`config.mk`:
```
export PLATFORM = sky130hd
export DESIGN_NAME = sic_suspend_interrupt_control
export DESIGN_NICKNAME = d
export VERILOG_FILES = /design/src/design/sic_pkg.sv /design/src/design/sic_suspend_interrupt_control.sv
export SDC_FILE = /design/constraint.sdc
export NUM_CORES = 1
export LEC_CHECK = 0
export BUFFER_PORTS_ARGS = -buffer_cell sky130_fd_sc_hd__buf_2
export CAP_MARGIN = 20
export CELL_PAD_IN_SITES_DETAIL_PLACEMENT = 0
export CELL_PAD_IN_SITES_GLOBAL_PLACEMENT = 1
export CORE_MARGIN = 8
export CORE_UTILIZATION = 35
export CTS_CLUSTER_SIZE = 28
export DETAILED_ROUTE_END_ITERATION = 10
export GPL_TIMING_DRIVEN = 0
export PLACE_DENSITY = 0.83
export RECOVER_POWER = 25
export SLEW_MARGIN = 25
export SYNTH_ARGS = -nofsm -noshare
export SYNTH_HDL_FRONTEND = slang
export SYNTH_SLANG_ARGS = --single-unit
```
`constraint.sdc`:
```
create_clock -name clk -period 3.2 [get_ports clk]
set_input_delay 0.16 -clock clk [delete_from_list [all_inputs] [get_ports clk]]
set_output_delay 0.16 -clock clk [all_outputs]
set_load 0.005 [all_outputs]
```
`src/design/sic_pkg.sv`:
```
package sic_pkg;
    // I/O ports whose write clears the floating point error interrupt
    localparam logic [15:0] FPU_CLR_PORT_A = 16'h00F0;
    localparam logic [15:0] FPU_CLR_PORT_B = 16'h00F1;
    // Serial packet framing: start bit, payload, stop bit
    localparam int PKT_BITS = 8;
    localparam logic [3:0] PKT_LAST = 4'h8;
    localparam logic [3:0] PKT_ZERO = 4'h0;
    // Suspend depth encodings
    localparam logic SUSPEND_REQ_N_CORE_ONLY = 1'b0;
    localparam logic SUSPEND_REQ_N_ALL_CLOCKS = 1'b1;
    typedef enum logic [1:0] {RUN, DRAIN, SUSPENDED} sic_suspend_req_n_t;
endpackage

```
`src/design/sic_suspend_interrupt_control.sv`:
```
`timescale 1ns/1ps
// How it works
// - A floating point error sets the error interrupt output, which holds until cleared.
// - An I/O write to port F0h or F1h clears the error interrupt output unless a floating point error comes in the same cycle.
// - A low level on the management interrupt input puts the block into management mode.
// - After a suspend request the block waits for the current and decoded work and bus cycles to finish.
// - After reset the suspend request is ignored until the suspend pin enable bit is set.
// - Suspend acknowledge goes active once suspend is really entered, by request or by halt.
// - Suspend acknowledge is only driven active while the suspend pin enable bit is set.
// - The suspend depth selects stopping only core clocks or all internal clocks.
// - Status leaves on one serial wire timed by this clock, with no separate transmit clock.
// - The serial wire carries packets of miscellaneous status for emulation handlers.
module sic_suspend_interrupt_control (
    input wire logic clk,
    input wire logic rst_n,
    input wire logic fpuError,
    input wire logic ioWrite,
    input wire logic [15:0] ioAddr,
    input wire logic sys_mgmt_irq_n,
    input wire logic smmExit,
    input wire logic suspend_req_n,
    input wire logic haltExec,
    input wire logic wakeEvent,
    input wire logic pipeIdle,
    input wire logic clocksRunning,
    input wire logic cfgWrite,
    input wire logic suspend_pin_enable,
    input wire logic suspendDepth,
    input wire logic pktSend,
    input wire logic [7:0] pktData,
    output logic fpu_error_irq,
    output logic sys_mgmt_mode,
    output logic suspend_ack_n,
    output logic coreClockStop,
    output logic allClockStop,
    output logic companion_serial_out,
    output logic pktBusy
);
    logic fpuIrq_reg;
    logic smm_reg;
    logic enable_reg;
    logic depth_reg;
    logic ackN_reg;
    logic coreStop_reg;
    logic allStop_reg;
    logic serial_reg;
    logic busy_reg;
    logic [3:0] bitCnt_reg;
    logic [8:0] shift_reg;
    logic suspReq;
    logic clearHit;
    logic enterSusp;
    logic leaveSusp;
    logic pktStart;
    logic pktEnd;
    sic_pkg::sic_suspend_req_n_t state_reg;

    function automatic logic isClearPort(input logic [15:0] addr);
        isClearPort = (addr == sic_pkg::FPU_CLR_PORT_A) || (addr == sic_pkg::FPU_CLR_PORT_B);
    endfunction

    assign clearHit = ioWrite && isClearPort(ioAddr);
    assign suspReq = enable_reg && !suspend_req_n;

    // Error flag: a new error wins over a clear in the same cycle
    always_ff @(posedge clk) begin
        if (!rst_n) begin
            fpuIrq_reg <= 1'b0;
        end else if (fpuError) begin
            fpuIrq_reg <= 1'b1;
        end else if (clearHit) begin
            fpuIrq_reg <= 1'b0;
        end
    end

    // Level-sensitive management entry; leave only when request gone and exit seen
    always_ff @(posedge clk) begin
        if (!rst_n) begin
            smm_reg <= 1'b0;
        end else if (!sys_mgmt_irq_n) begin
            smm_reg <= 1'b1;
        end else if (smmExit) begin
            smm_reg <= 1'b0;
        end
    end

    // Configuration: enable bit clear after reset
    always_ff @(posedge clk) begin
        if (!rst_n) begin
            enable_reg <= 1'b0;
            depth_reg <= sic_pkg::SUSPEND_REQ_N_CORE_ONLY;
        end else if (cfgWrite) begin
            enable_reg <= suspend_pin_enable;
            depth_reg <= suspendDepth;
        end
    end

    // Suspend entry once drained, exit once the request is gone, clocks run and no halt is pending without a wake event
    assign enterSusp = (state_reg == sic_pkg::DRAIN) && pipeIdle;
    assign leaveSusp = (state_reg == sic_pkg::SUSPENDED) && clocksRunning && !suspReq && (!haltExec || wakeEvent);

    // Suspend state
    always_ff @(posedge clk) begin
        if (!rst_n) begin
            state_reg <= sic_pkg::RUN;
        end else begin
            unique case (state_reg)
                sic_pkg::RUN: begin
                    if (suspReq || haltExec) begin
                        state_reg <= sic_pkg::DRAIN;
                    end
                end

                sic_pkg::DRAIN: begin
                    if (enterSusp) begin
                        state_reg <= sic_pkg::SUSPENDED;
                    end
                end

                sic_pkg::SUSPENDED: begin
                    if (leaveSusp) begin
                        state_reg <= sic_pkg::RUN;
                    end
                end

                // The fourth code of the state word is unused
                default: begin
                    state_reg <= sic_pkg::RUN;
                end
            endcase
        end
    end

    // Acknowledge only goes active with the pin enable set
    always_ff @(posedge clk) begin
        if (!rst_n) begin
            ackN_reg <= 1'b1;
        end else if (enterSusp) begin
            ackN_reg <= !enable_reg;
        end else if (leaveSusp) begin
            ackN_reg <= 1'b1;
        end
    end

    // Core clocks stop in either suspend depth
    always_ff @(posedge clk) begin
        if (!rst_n) begin
            coreStop_reg <= 1'b0;
        end else if (enterSusp) begin
            coreStop_reg <= 1'b1;
        end else if (leaveSusp) begin
            coreStop_reg <= 1'b0;
        end
    end

    // All clocks stop only in the deep setting, which lets the system stop its clock
    always_ff @(posedge clk) begin
        if (!rst_n) begin
            allStop_reg <= 1'b0;
        end else if (enterSusp) begin
            allStop_reg <= (depth_reg == sic_pkg::SUSPEND_REQ_N_ALL_CLOCKS);
        end else if (leaveSusp) begin
            allStop_reg <= 1'b0;
        end
    end

    // Packet accepted only while the line is idle
    assign pktStart = !busy_reg && pktSend;
    assign pktEnd = busy_reg && (bitCnt_reg == sic_pkg::PKT_LAST);

    always_ff @(posedge clk) begin
        if (!rst_n) begin
            busy_reg <= 1'b0;
        end else if (pktStart) begin
            busy_reg <= 1'b1;
        end else if (pktEnd) begin
            busy_reg <= 1'b0;
        end
    end

    always_ff @(posedge clk) begin
        if (!rst_n) begin
            bitCnt_reg <= sic_pkg::PKT_ZERO;
        end else if (pktStart) begin
            bitCnt_reg <= sic_pkg::PKT_ZERO;
        end else if (busy_reg) begin
            bitCnt_reg <= bitCnt_reg + 4'h1;
        end
    end

    always_ff @(posedge clk) begin
        if (!rst_n) begin
            shift_reg <= '1;
        end else if (pktStart) begin
            shift_reg <= {1'b1, pktData};
        end else if (busy_reg) begin
            shift_reg <= {1'b1, shift_reg[8:1]};
        end
    end

    // Low start bit, eight data bits LSB first, line idles high
    always_ff @(posedge clk) begin
        if (!rst_n) begin
            serial_reg <= 1'b1;
        end else if (pktStart) begin
            serial_reg <= 1'b0;
        end else if (busy_reg) begin
            serial_reg <= shift_reg[0];
        end
    end

    // Outputs come straight from their flip-flops
    assign fpu_error_irq = fpuIrq_reg;
    assign sys_mgmt_mode = smm_reg;
    assign suspend_ack_n = ackN_reg;
    assign coreClockStop = coreStop_reg;
    assign allClockStop = allStop_reg;
    assign companion_serial_out = serial_reg;
    assign pktBusy = busy_reg;
endmodule

```
; Yosys cells after proc, flatten, opt, wreduce, memory -nomap -nowiden
; Index checks and enable logic that the tools add are counted.
[totals]
n_memories = 0
latch_bits = 0
ff_bits = 23
wordCells = 65
mem_bits_rw = 0
output_inout_bits = 7
romBits = 0
inputBits = 39
[op_classes]
muxes = 19
magnitude_cmp = 0
shift = 0
n_bitwise = 1
reduce_logical = 23
div_mod_pow = 0
addsub = 1
eq_ne = 9
multipliers = 0
[op_table]
columns = cell, n
row1 = $eq 16x8->1 const B, 2
row2 = $mux 8, 2
row3 = $mux 1, 13
row4 = $logic_and 1x1->1, 8
row5 = $reduce_bool 2->1, 4
row6 = $mux 2, 3
row7 = $ne 2x2->1 const B, 3
row8 = $pmux 2 s3, 1
row9 = $logic_not 1->1, 5
row10 = $add 4x1->4 const B, 1
row11 = $eq 4x4->1 const B, 1
row12 = $logic_or 1x1->1, 3
row13 = $reduce_and 3->1, 1
row14 = $eq 2x1->1 const B, 1
row15 = $eq 2x2->1 const B, 1
row16 = $logic_not 2->1, 1
row17 = $ne 2x1->1 const B, 1
row18 = $reduce_or 2->1, 1
row19 = $not 1->1, 1

; Depth between registers and ports, before layout
; Gate-level depths: netlist (run 1).
[depth]
ltp_word = 7
mapped_depth = 5
ltp_nobuf = 4

; Least setup slack after synthesis (run 1)
; No wires, ideal clock.
[synth_timing]
kind = reg2reg
startpoint = register enable_reg
endpoint = register state_reg[1]
path_buffers = 0
t_required_ns = 3.073
setup_time_ns = 0.127
path_stages_with_launch = 5
arrival_time_ns = 1.138
setup_slack_ns = 1.934
period_less_slack_ns = 1.266
path_cell_list = dfxtp_1 > nor2b_4 > or4_4 > a31oi_1 > nor2_1
[synth_between]
elab_chain_len = 6
word_cells_on_any_way = 8
cone_classes = eq/ne (2) / reduce/logical (6)
[synth_rtl]
columns = item, line_no
row1 = from (decl), sic_suspend_interrupt_control.sv:41  ; logic enable_reg;
row2 = from (signal assigned), sic_suspend_interrupt_control.sv:93  ; enable_reg <= suspend_pin_enable;
row3 = $logic_and 1x1->1 *, sic_suspend_interrupt_control.sv:63  ; assign suspReq = enable_reg && !suspend_req_n;
row4 = $logic_not 1->1, sic_suspend_interrupt_control.sv:100  ; assign leaveSusp = (state_reg == sic_pkg::SUSPENDED) && clocksRunning && !suspReq && (!haltExec || wakeEvent);
row5 = $logic_and 1x1->1 (2 in a row), sic_suspend_interrupt_control.sv:100
row6 = $ne 2x2->1 (no source line), -
row7 = $reduce_and 3->1 (no source line) *, -
row8 = to (signal assigned), sic_suspend_interrupt_control.sv:105  ; state_reg <= sic_pkg::RUN;
row9 = to (signal assigned), sic_suspend_interrupt_control.sv:110  ; state_reg <= sic_pkg::DRAIN;
row10 = to (signal assigned), sic_suspend_interrupt_control.sv:116  ; state_reg <= sic_pkg::SUSPENDED;
row11 = to (decl), sic_suspend_interrupt_control.sv:56  ; sic_pkg::sic_suspend_req_n_t state_reg;
; Every way passes the cells marked *; elsewhere a longest branch is shown, timed or not.
; A chain may end at the register's enable or synchronous reset.

; Worst setup path after layout (run 1)
; Ends and elaborated chain as after synthesis.

==> results.toml, run 1 <==
[run_status]
status = "finished, final reports clean"

[cts]
cts_tree = "yes"
cts-root-buf = "clkbuf_4"
clock-sinks = 23
cts_buffer_depth = 2
ctsHtreeMaxLevel = 1
clock_latency_ps = 310
cts.clk_slew.worst_paths_ps = 120
cts_made_buffers = 3

[synth]
ys_warn_count = 0
synthXorXnorAreaFrac_pct = 1.697
synth_edf_count = 0
ys_ff_latch = 23
synthArstFlopShare_pct = 0
synth.avg_cell_area_um2 = 9.299
synth.area.mux_share_pct = 17.45
synth-adder-area-share_pct = 2.424
yosys.area_share.simple_pct = 21.09
synth_top_family_by_area = "simple AND/OR/NAND/NOR gates"
synth_nets = 152
synth_cell_types = 30
synthCells = 111
synth_ff_type = "dfxtp_1"
synth_compound_area_share_pct = 8.242
ys_seq_area_share_pct = 44.61
syn_area_um2 = 1032

[routing]
vias = 960
detail_route.wl_per_cell_um = 12.59
dr.pass1.iters = 3
drt-total-wl_um = 2404
drc_errors = 0
drtAntennaViolNets = 0
viasPerCell = 5.026
drt_iter0_markers = 20

[global_route]
grt_pass1_wl_um = 4222
grt_max_degree = 13
grt_overflow = 0
grt_usage_pct = 10.12
grt_pass1_vias = 1017
antenna_found_initial = 0

[sta]
rsz0062_at_grt = "no"
worst_slew_pin_slew_ps = 528.3
relSlewSlack_pct = 64.78
skew_ps = 6.043
max_freq_mhz = 733.8
fin_crit_ps = 1363
hold_viol = 0
hold_ws_ps = 35.33
tns_ps = 0
finalCritPeriodShare_pct = 42.59
finalMaxSlewViolations = 0
setup_viol = 0

[cells_and_area]
fill_cells = 284
syn2layout_area_growth_pct = 28.12
num_antenna_cells = 0
final_cell_mix = "buf_2, dfxtp_1, nand2_1"
final_common_cell = "buf_2"
largest_reg_flops = 8
drive_gt1_share_pct = 33.75
stdcell_area_um2 = 1323
nets = 202
final_cells = 191

[placed_design]
routabilityCongestion = 0.7779
dp.cells = 186
place_area_um2 = 1291
place_hpwl_um = 1951
port_buffers = 44

[power]
switching_share_pct = 25.14
power.total_uw = 538.1
comb_power_share_pct = 16.8
p_per_area_nw_per_um2 = 406.9
p_clk_share_pct = 24.5
p_seq_share_pct = 58.7
ir_drop_v = 0.0002554
internal_power_uw = 402.9
p_leak_nw = 0.5799
p_sw_uw = 135.3

[setup_path]
crit_type = "reg2reg"
cp.required_ps = 3400
worstPathArrival_ps = 1560
start_kind = "flip-flop"
end_kind = "flip-flop"
cp_max_fo = 3

[die]
start_util_pct = 37.11
io-pin-count = 46
die_w_um = 70.31
core_area_um2 = 2781
dieArea_um2 = 4943
rows = 19
die_h_um = 70.31

[min_path]
hold_class = "in2reg"

[run]
maxCapViolCount = 0
cell type report:
class	instances	area [µm²]	share of cell area, %
Sequential cell	23	460.4	34.82
Tap cell	31	38.79	2.933
Clock buffer	4	26.28	1.987
Multi-Input combinational cell	76	525.5	39.74
Buffer	6	23.77	1.798
Inverter	6	22.52	1.703
Timing Repair Buffer	45	225.2	17.03
metrics by stage:
| step | utilization (%) | worst slack (ps) |
|---|---|---|
| floorplan | - | 1934 |
| global placement | 46.42 | 1860 |
| detailed placement | 46.42 | 1853 |
| CTS | 47.73 | 1832 |
| global route | 47.55 | 1746 |
| finish | 47.55 | 1837 |
power groups by stage:
stage                     registers [mW]  logic (mW)  clock network (mW)
after global routing               0.320       0.102               0.152
after global placement             0.321      0.0884                   0
after floorplan                    0.321      0.0517                   0
after CTS                          0.316      0.0927               0.139
after detailed placement           0.323      0.0913                   0
final                              0.316      0.0902               0.132
cells in the mapped netlist, types with 2 or more instances:
master / instances / share of area [%]
mux2_2: 8 / 8.7
clkbuf_1: 5 / 1.8
nand2_1: 14 / 5.1
a21oi_1: 7 / 3.4
inv_1: 6 / 2.2
nor3_1: 4 / 1.9
nor4_1: 3 / 1.8
xor2_1: 2 / 1.7
nor2b_1: 2 / 1.2
dfxtp_1: 23 / 45
nor2_1: 7 / 2.5
o21ai_0: 2 / 0.97
nand3_1: 2 / 0.97
mux2i_1: 9 / 8.7
ha_1: 2 / 2.4
critical path: stages, from the launching register on:
cell and delay [ps]:
dfxtp_1 350, nor2b_4 140, or4_4 530, a31oi_1 180
nor2_1 60
worst paths after layout:
path,from,endpoint,slack [ps],cells past startpoint
setup / recovery,enable_reg,state_reg[1],1840,4
hold reg to reg,fpu_error_irq,fpu_error_irq,460,2
hold / removal,fpuError,fpu_error_irq,40,3
setup reg to reg,enable_reg,state_reg[1],1840,4
per-layer routing:
metal | routed length [µm] | track usage, % | vias up
met3 | 159 | 3.249 | 5
met2 | 1140 | 16.30 | 29
met5 | 0 | 0 | -
li1 | - | - | 489
met1 | 1033 | 10.83 | 437
met4 | 70 | 7.366 | 0
logic make-up after synthesis:
family,count (synthesis)
and+or+nand+nor,41
AOI/OAI and AO/OA,14
adders and majority gates,2
DFF,23
buffers and inverters,12
xor gates and xnor gates,2
muxes,17
timing repair:
action                                  CTS  global route
hold endpoints to repair                  1             0
endpoints found under the setup margin    0             0
hold buffers                              1             0
resized for setup                         0             0
setup buffers                             0             0
Note: power is estimated with default switching activity, not from simulation.
==> run 2, diff against run 1 <==
--- a/config.mk
+++ b/config.mk
@@ -10,11 +10,11 @@
 export CELL_PAD_IN_SITES_DETAIL_PLACEMENT = 0
 export CELL_PAD_IN_SITES_GLOBAL_PLACEMENT = 1
 export CORE_MARGIN = 8
-export CORE_UTILIZATION = 35
+export CORE_UTILIZATION = 33
 export CTS_CLUSTER_SIZE = 28
 export DETAILED_ROUTE_END_ITERATION = 10
 export GPL_TIMING_DRIVEN = 0
-export PLACE_DENSITY = 0.83
+export PLACE_DENSITY = 0.79
 export RECOVER_POWER = 25
 export SLEW_MARGIN = 25
 export SYNTH_ARGS = -nofsm -noshare
==> constraint.sdc (replaced) <==
create_clock -name clk -period 1.4 [get_ports clk]
set_input_delay 0.07 -clock clk [delete_from_list [all_inputs] [get_ports clk]]
set_output_delay 0.07 -clock clk [all_outputs]
set_load 0.005 [all_outputs]
==> run 2 against run 1 <==
Clock power grew 140%. Global-route usage shrank 0.50 points. Die area grew 4.7%. Via count shrank 0.10%. Count of clock-buffer cells in the layout shrank 1. Clock skew grew 7.2 ps. Critical path depth is the same. First-iteration DRC count grew 20%. Combinational power grew 140%. Largest cell class unchanged.
==> results.toml, run 2 (same netlist as run 1, synthesis figures left out) <==
[run_status]
status = "finished, final reports clean"

[cells_and_area]
final_cells = 197
fill_cells = 299
num_antenna_cells = 0
final_common_cell = "buf_2"
largest_reg_flops = 8
drive_gt1_share_pct = 32.93
syn2layout_area_growth_pct = 32.48
stdcell_area_um2 = 1368
final_cell_mix = "buf_2, dfxtp_1, nand2_1"
nets = 206

[global_route]
grt_usage_pct = 9.624
grt_pass1_vias = 1003
antenna_found_initial = 0
grt_overflow = 0
grt_pass1_wl_um = 4098
grt_max_degree = 15

[sta]
skew_ps = 13.23
hold_viol = 0
max_freq_mhz = 741.2
worst_slew_pin_slew_ps = 543.5
tns_ps = 0
rsz0062_at_grt = "no"
hold_ws_ps = 11.22
setup_viol = 0
finalCritPeriodShare_pct = 96.36
relSlewSlack_pct = 63.76
fin_crit_ps = 1349
finalMaxSlewViolations = 0

[die]
start_util_pct = 34.38
rows = 20
die_h_um = 71.93
core_area_um2 = 3003
die_w_um = 71.93
io-pin-count = 46
dieArea_um2 = 5174

[routing]
drt_iter0_markers = 24
detail_route.wl_per_cell_um = 12.18
vias = 959
drc_errors = 0
viasPerCell = 4.868
dr.pass1.iters = 4
drtAntennaViolNets = 0
drt-total-wl_um = 2400

[setup_path]
worstPathArrival_ps = 1540
start_kind = "flip-flop"
crit_type = "reg2reg"
cp_max_fo = 3
crit_path_start = "enable_reg"
cp_slowest_cell = "or4_4"
critPathMaxStageDelay_ps = 520
cp.required_ps = 1590
r2r-start = "enable_reg"
end_kind = "flip-flop"
cp_cell_sequence = "nor2b_4, or4_4, a31oi_1, nor2_1"

[cts]
cts_buffer_depth = 2
cts_tree = "yes"
cts-root-buf = "clkbuf_4"
clock-sinks = 23
cts_made_buffers = 3
postCtsSetupRepairBufs = 0
ctsHtreeMaxLevel = 1
clock_latency_ps = 310
cts.clk_slew.worst_paths_ps = 120

[placed_design]
place_hpwl_um = 1936
routabilityCongestion = 0.7310
place_area_um2 = 1294
port_buffers = 44
dp.cells = 188

[power]
p_leak_nw = 0.5941
p_per_area_nw_per_um2 = 911.9
ir_drop_v = 0.0003339

[min_path]
hp-start = "suspendDepth"
hold_class = "in2reg"

[run]
maxCapViolCount = 0
run 2: cell types whose count changed in the layout (fill, tap and decap cells not counted), sizes merged:
| cell | change |
|---|---|
| dlygate4sd3 | +4 |
| clkinvlp | +1 |
| buf | -1 |
run 2: path summary, 6_finish.rpt:
check	endpoint	slack, ps	cells past startpoint
setup / recovery	state_reg[1]	50	4
hold / removal	depth_reg	10	3
setup reg to reg	state_reg[1]	50	4
hold reg to reg	allClockStop	470	2
run 2: power by group:
part | internal [mW] | leakage, nW | total [mW] | switching [mW]
sequential | 0.697 | 0.190 | 0.723 | 0.0261
combinational | 0.120 | 0.391 | 0.214 | 0.0938
clock | 0.109 | 0.0139 | 0.311 | 0.202
run 2: area by class of cell:
cell class / instances / area [µm²] / area share, %
Tap cell: 33 / 41.29 / 3.019
Timing Repair Buffer: 49 / 264.0 / 19.30
Multi-Input combinational cell: 76 / 525.5 / 38.43
Clock inverter: 1 / 7.507 / 0.5489
Sequential cell: 23 / 460.4 / 33.67
Clock buffer: 3 / 22.52 / 1.647
Inverter: 6 / 22.52 / 1.647
Buffer: 6 / 23.77 / 1.738
run 2: critical path: cells and delay by family (launching register included):
family	cells	cell delay, ps
simple gates	3	700
flops	1	350
compound gates	1	180
run 2: what timing repair did:
| action | CTS | global route |
|---|---|---|
| resized for setup | 0 | 0 |
| hold buffers | 5 | 0 |
| endpoints found under the hold margin | 5 | 0 |
run 2: metrics by stage:
step / worst slack, ps / utilization, % / power [mW]
after CTS: 44.65 / 45.75 / 1.262
after floorplan: 134.5 / - / 0.8511
after detailed placement: 71.44 / 43.08 / 0.9461
final: 50.90 / 45.54 / 1.247
after global placement: 61.73 / 43.08 / 0.9366
after global routing: 7.568 / 45.54 / 1.318
run 2: per-layer routing:
layer / share of wire (%) / GRT usage [%] / vias to the layer above
met2: 48 / 16.50 / 30
li1: - / - / 492
met4: 2.0 / 5.442 / 0
met5: 0 / 0 / -
met3: 6.2 / 2.893 / 4
met1: 44 / 10.28 / 433
==> run 3, diff against run 2 <==
--- a/config.mk
+++ b/config.mk
@@ -10,11 +10,12 @@
 export CELL_PAD_IN_SITES_DETAIL_PLACEMENT = 0
 export CELL_PAD_IN_SITES_GLOBAL_PLACEMENT = 1
 export CORE_MARGIN = 8
-export CORE_UTILIZATION = 33
+export CORE_UTILIZATION = 35
 export CTS_CLUSTER_SIZE = 28
 export DETAILED_ROUTE_END_ITERATION = 10
 export GPL_TIMING_DRIVEN = 0
-export PLACE_DENSITY = 0.79
+export HOLD_SLACK_MARGIN = 0.15
+export PLACE_DENSITY = 0.83
 export RECOVER_POWER = 25
 export SLEW_MARGIN = 25
 export SYNTH_ARGS = -nofsm -noshare
==> constraint.sdc (replaced) <==
create_clock -name clk -period 1.69 [get_ports clk]
set_input_delay 0.0845 -clock clk [delete_from_list [all_inputs] [get_ports clk]]
set_output_delay 0.0845 -clock clk [all_outputs]
set_load 0.005 [all_outputs]
==> run 3 against run 2 <==
Via count is 6.3% higher. Hold slack gained 160 ps. Sequential share of layout area is 2.7 points lower. Critical path depth is 2 higher. Non-clock buffer count increased by 12. Register-to-register slack better by 280 ps. Sequential power down 17%. Sequential cell count did not move. Total power decreased by 16%. Clock power down 20%. Global-route usage rose by 1.7 points. Critical endpoint is now fpu_error_irq.
==> results.toml, run 3 (same netlist as run 1, synthesis figures left out) <==
[run_status]
status = "finished, final reports clean"

[power]
ir_drop_v = 0.0004978
p_per_area_nw_per_um2 = 706.5
p_seq_share_pct = 57.0
p_leak_nw = 0.6470
power.total_mw = 1.051
comb_power_share_pct = 19.5
p_clk_share_pct = 23.6
internal_power_uw = 790.2
p_sw_uw = 260.8
switching_share_pct = 24.81

[sta]
worst_slew_pin_slew_ps = 529.8
setup_viol = 0
skew_ps = 2.556
finalCritPeriodShare_pct = 93.39
relSlewSlack_pct = 64.68
tns_ps = 0
fin_crit_ps = 1578
max_freq_mhz = 633.6
hold_viol = 0
rsz0062_at_grt = "no"
fin_ws_ps = 111.7
finalMaxSlewViolations = 0

[cells_and_area]
largest_reg_flops = 8
stdcell_area_um2 = 1488
syn2layout_area_growth_pct = 44.12
drive_gt1_share_pct = 30.11
nets = 218
final_cells = 207
final_common_cell = "buf_2"
multi_input_area_um2 = 525.5
fill_cells = 266
num_antenna_cells = 0
final_cell_mix = "buf_2, dfxtp_1, dlygate4sd3_1"
seqCellArea_um2 = 460.4

[cts]
clock-sinks = 23
postCtsSetupRepairBufs = 0
cts_buffer_depth = 2
cts.clk_slew.worst_paths_ps = 120
clock_latency_ps = 310
cts_made_buffers = 3
ctsHtreeMaxLevel = 1
cts-root-buf = "clkbuf_4"
cts_tree = "yes"

[placed_design]
dp.cells = 186
dp_slack_ps = 342.6
place_hpwl_um = 1951
place_area_um2 = 1291
port_buffers = 44
routabilityCongestion = 0.7779

[die]
start_util_pct = 37.11
die_w_um = 70.31
die_h_um = 70.31
io-pin-count = 46
dieArea_um2 = 4943
core_area_um2 = 2781
rows = 19

[routing]
drt_iter0_markers = 34
detail_route.wl_per_cell_um = 12.76
drc_errors = 0
dr.pass1.iters = 3
drt-total-wl_um = 2641
vias = 1019
viasPerCell = 4.923
drtAntennaViolNets = 0

[global_route]
met1_usage_pct = 11.73
grt_usage_pct = 11.30
antenna_found_initial = 0
grt_pass1_wl_um = 4685
grt_overflow = 0
grt.met2_usage_pct = 18.91
grt_pass1_vias = 1109
met3_usage_pct = 3.390
busiest_layer = "met2"
grt_max_degree = 13

[setup_path]
end_kind = "flip-flop"
cp.required_ps = 1950
worstPathArrival_ps = 1840
cp_cell_sequence = "dlygate4sd3_1, buf_2, clkbuf_1, nand3_1, nand2_1, dlygate4sd3_1"
cp_max_fo = 10
start_kind = "primary input"
crit_type = "in2reg"
crit_top_cell = "dlygate4sd3_1"
cp_slowest_cell = "dlygate4sd3_1"
critPathMaxStageDelay_ps = 530

[run]
maxCapViolCount = 0

[min_path]
hold_class = "in2reg"
run 3: area by class of cell:
| cell class | count | area share [%] |
|---|---|---|
| tap | 31 | 2.607 |
| inverter | 6 | 1.514 |
| clock buffer | 4 | 1.766 |
| sequential | 23 | 30.95 |
| timing repair buffer | 62 | 26.49 |
| buffer | 5 | 1.346 |
| multi-input combinational | 76 | 35.32 |
run 3: through the flow:
stage / util, % / hold slack, ps
2_1_floorplan: - / 176.3
3_5_place_dp: 46.42 / 267.6
3_3_place_gp: 46.42 / 262.0
5_1_grt: 53.49 / 172.2
4_1_cts: 53.85 / 158.2
6_report: 53.49 / 174.9
run 3: power groups by stage:
stage	clock, mW	sequential (mW)	combinational [mW]
after floorplan	0	0.607	0.0979
after global placement	0	0.609	0.167
after detailed placement	0	0.611	0.173
after CTS	0.264	0.599	0.208
after global routing	0.287	0.606	0.229
final	0.248	0.599	0.205
run 3: per-layer routing:
| layer | part of all wire (%) | up-vias |
|---|---|---|
| li1 | - | 521 |
| met1 | 41 | 460 |
| met2 | 49 | 31 |
| met3 | 6.2 | 7 |
| met4 | 3.3 | 0 |
| met5 | 0 | - |
run 3: timing repair:
item	4_1_cts	5_1_grt
hold buffers	18	0
gates resized for setup	0	0
endpoints found under the hold margin	16	0
setup endpoints to repair	0	1
run 3: path summary, 6_finish.rpt:
kind | start | to | slack, ps | cells past startpoint
min | pktSend | shift_reg[7] | 170 | 3
max reg2reg | enable_reg | state_reg[1] | 330 | 4
max | rst_n | fpu_error_irq | 110 | 6
min reg2reg | depth_reg | allClockStop | 480 | 2
run 3: critical path: cells and delay by family:
| family | cells | cell delay, ps |
|---|---|---|
| simple gates | 2 | 190 |
| buf+inv | 4 | 1560 |
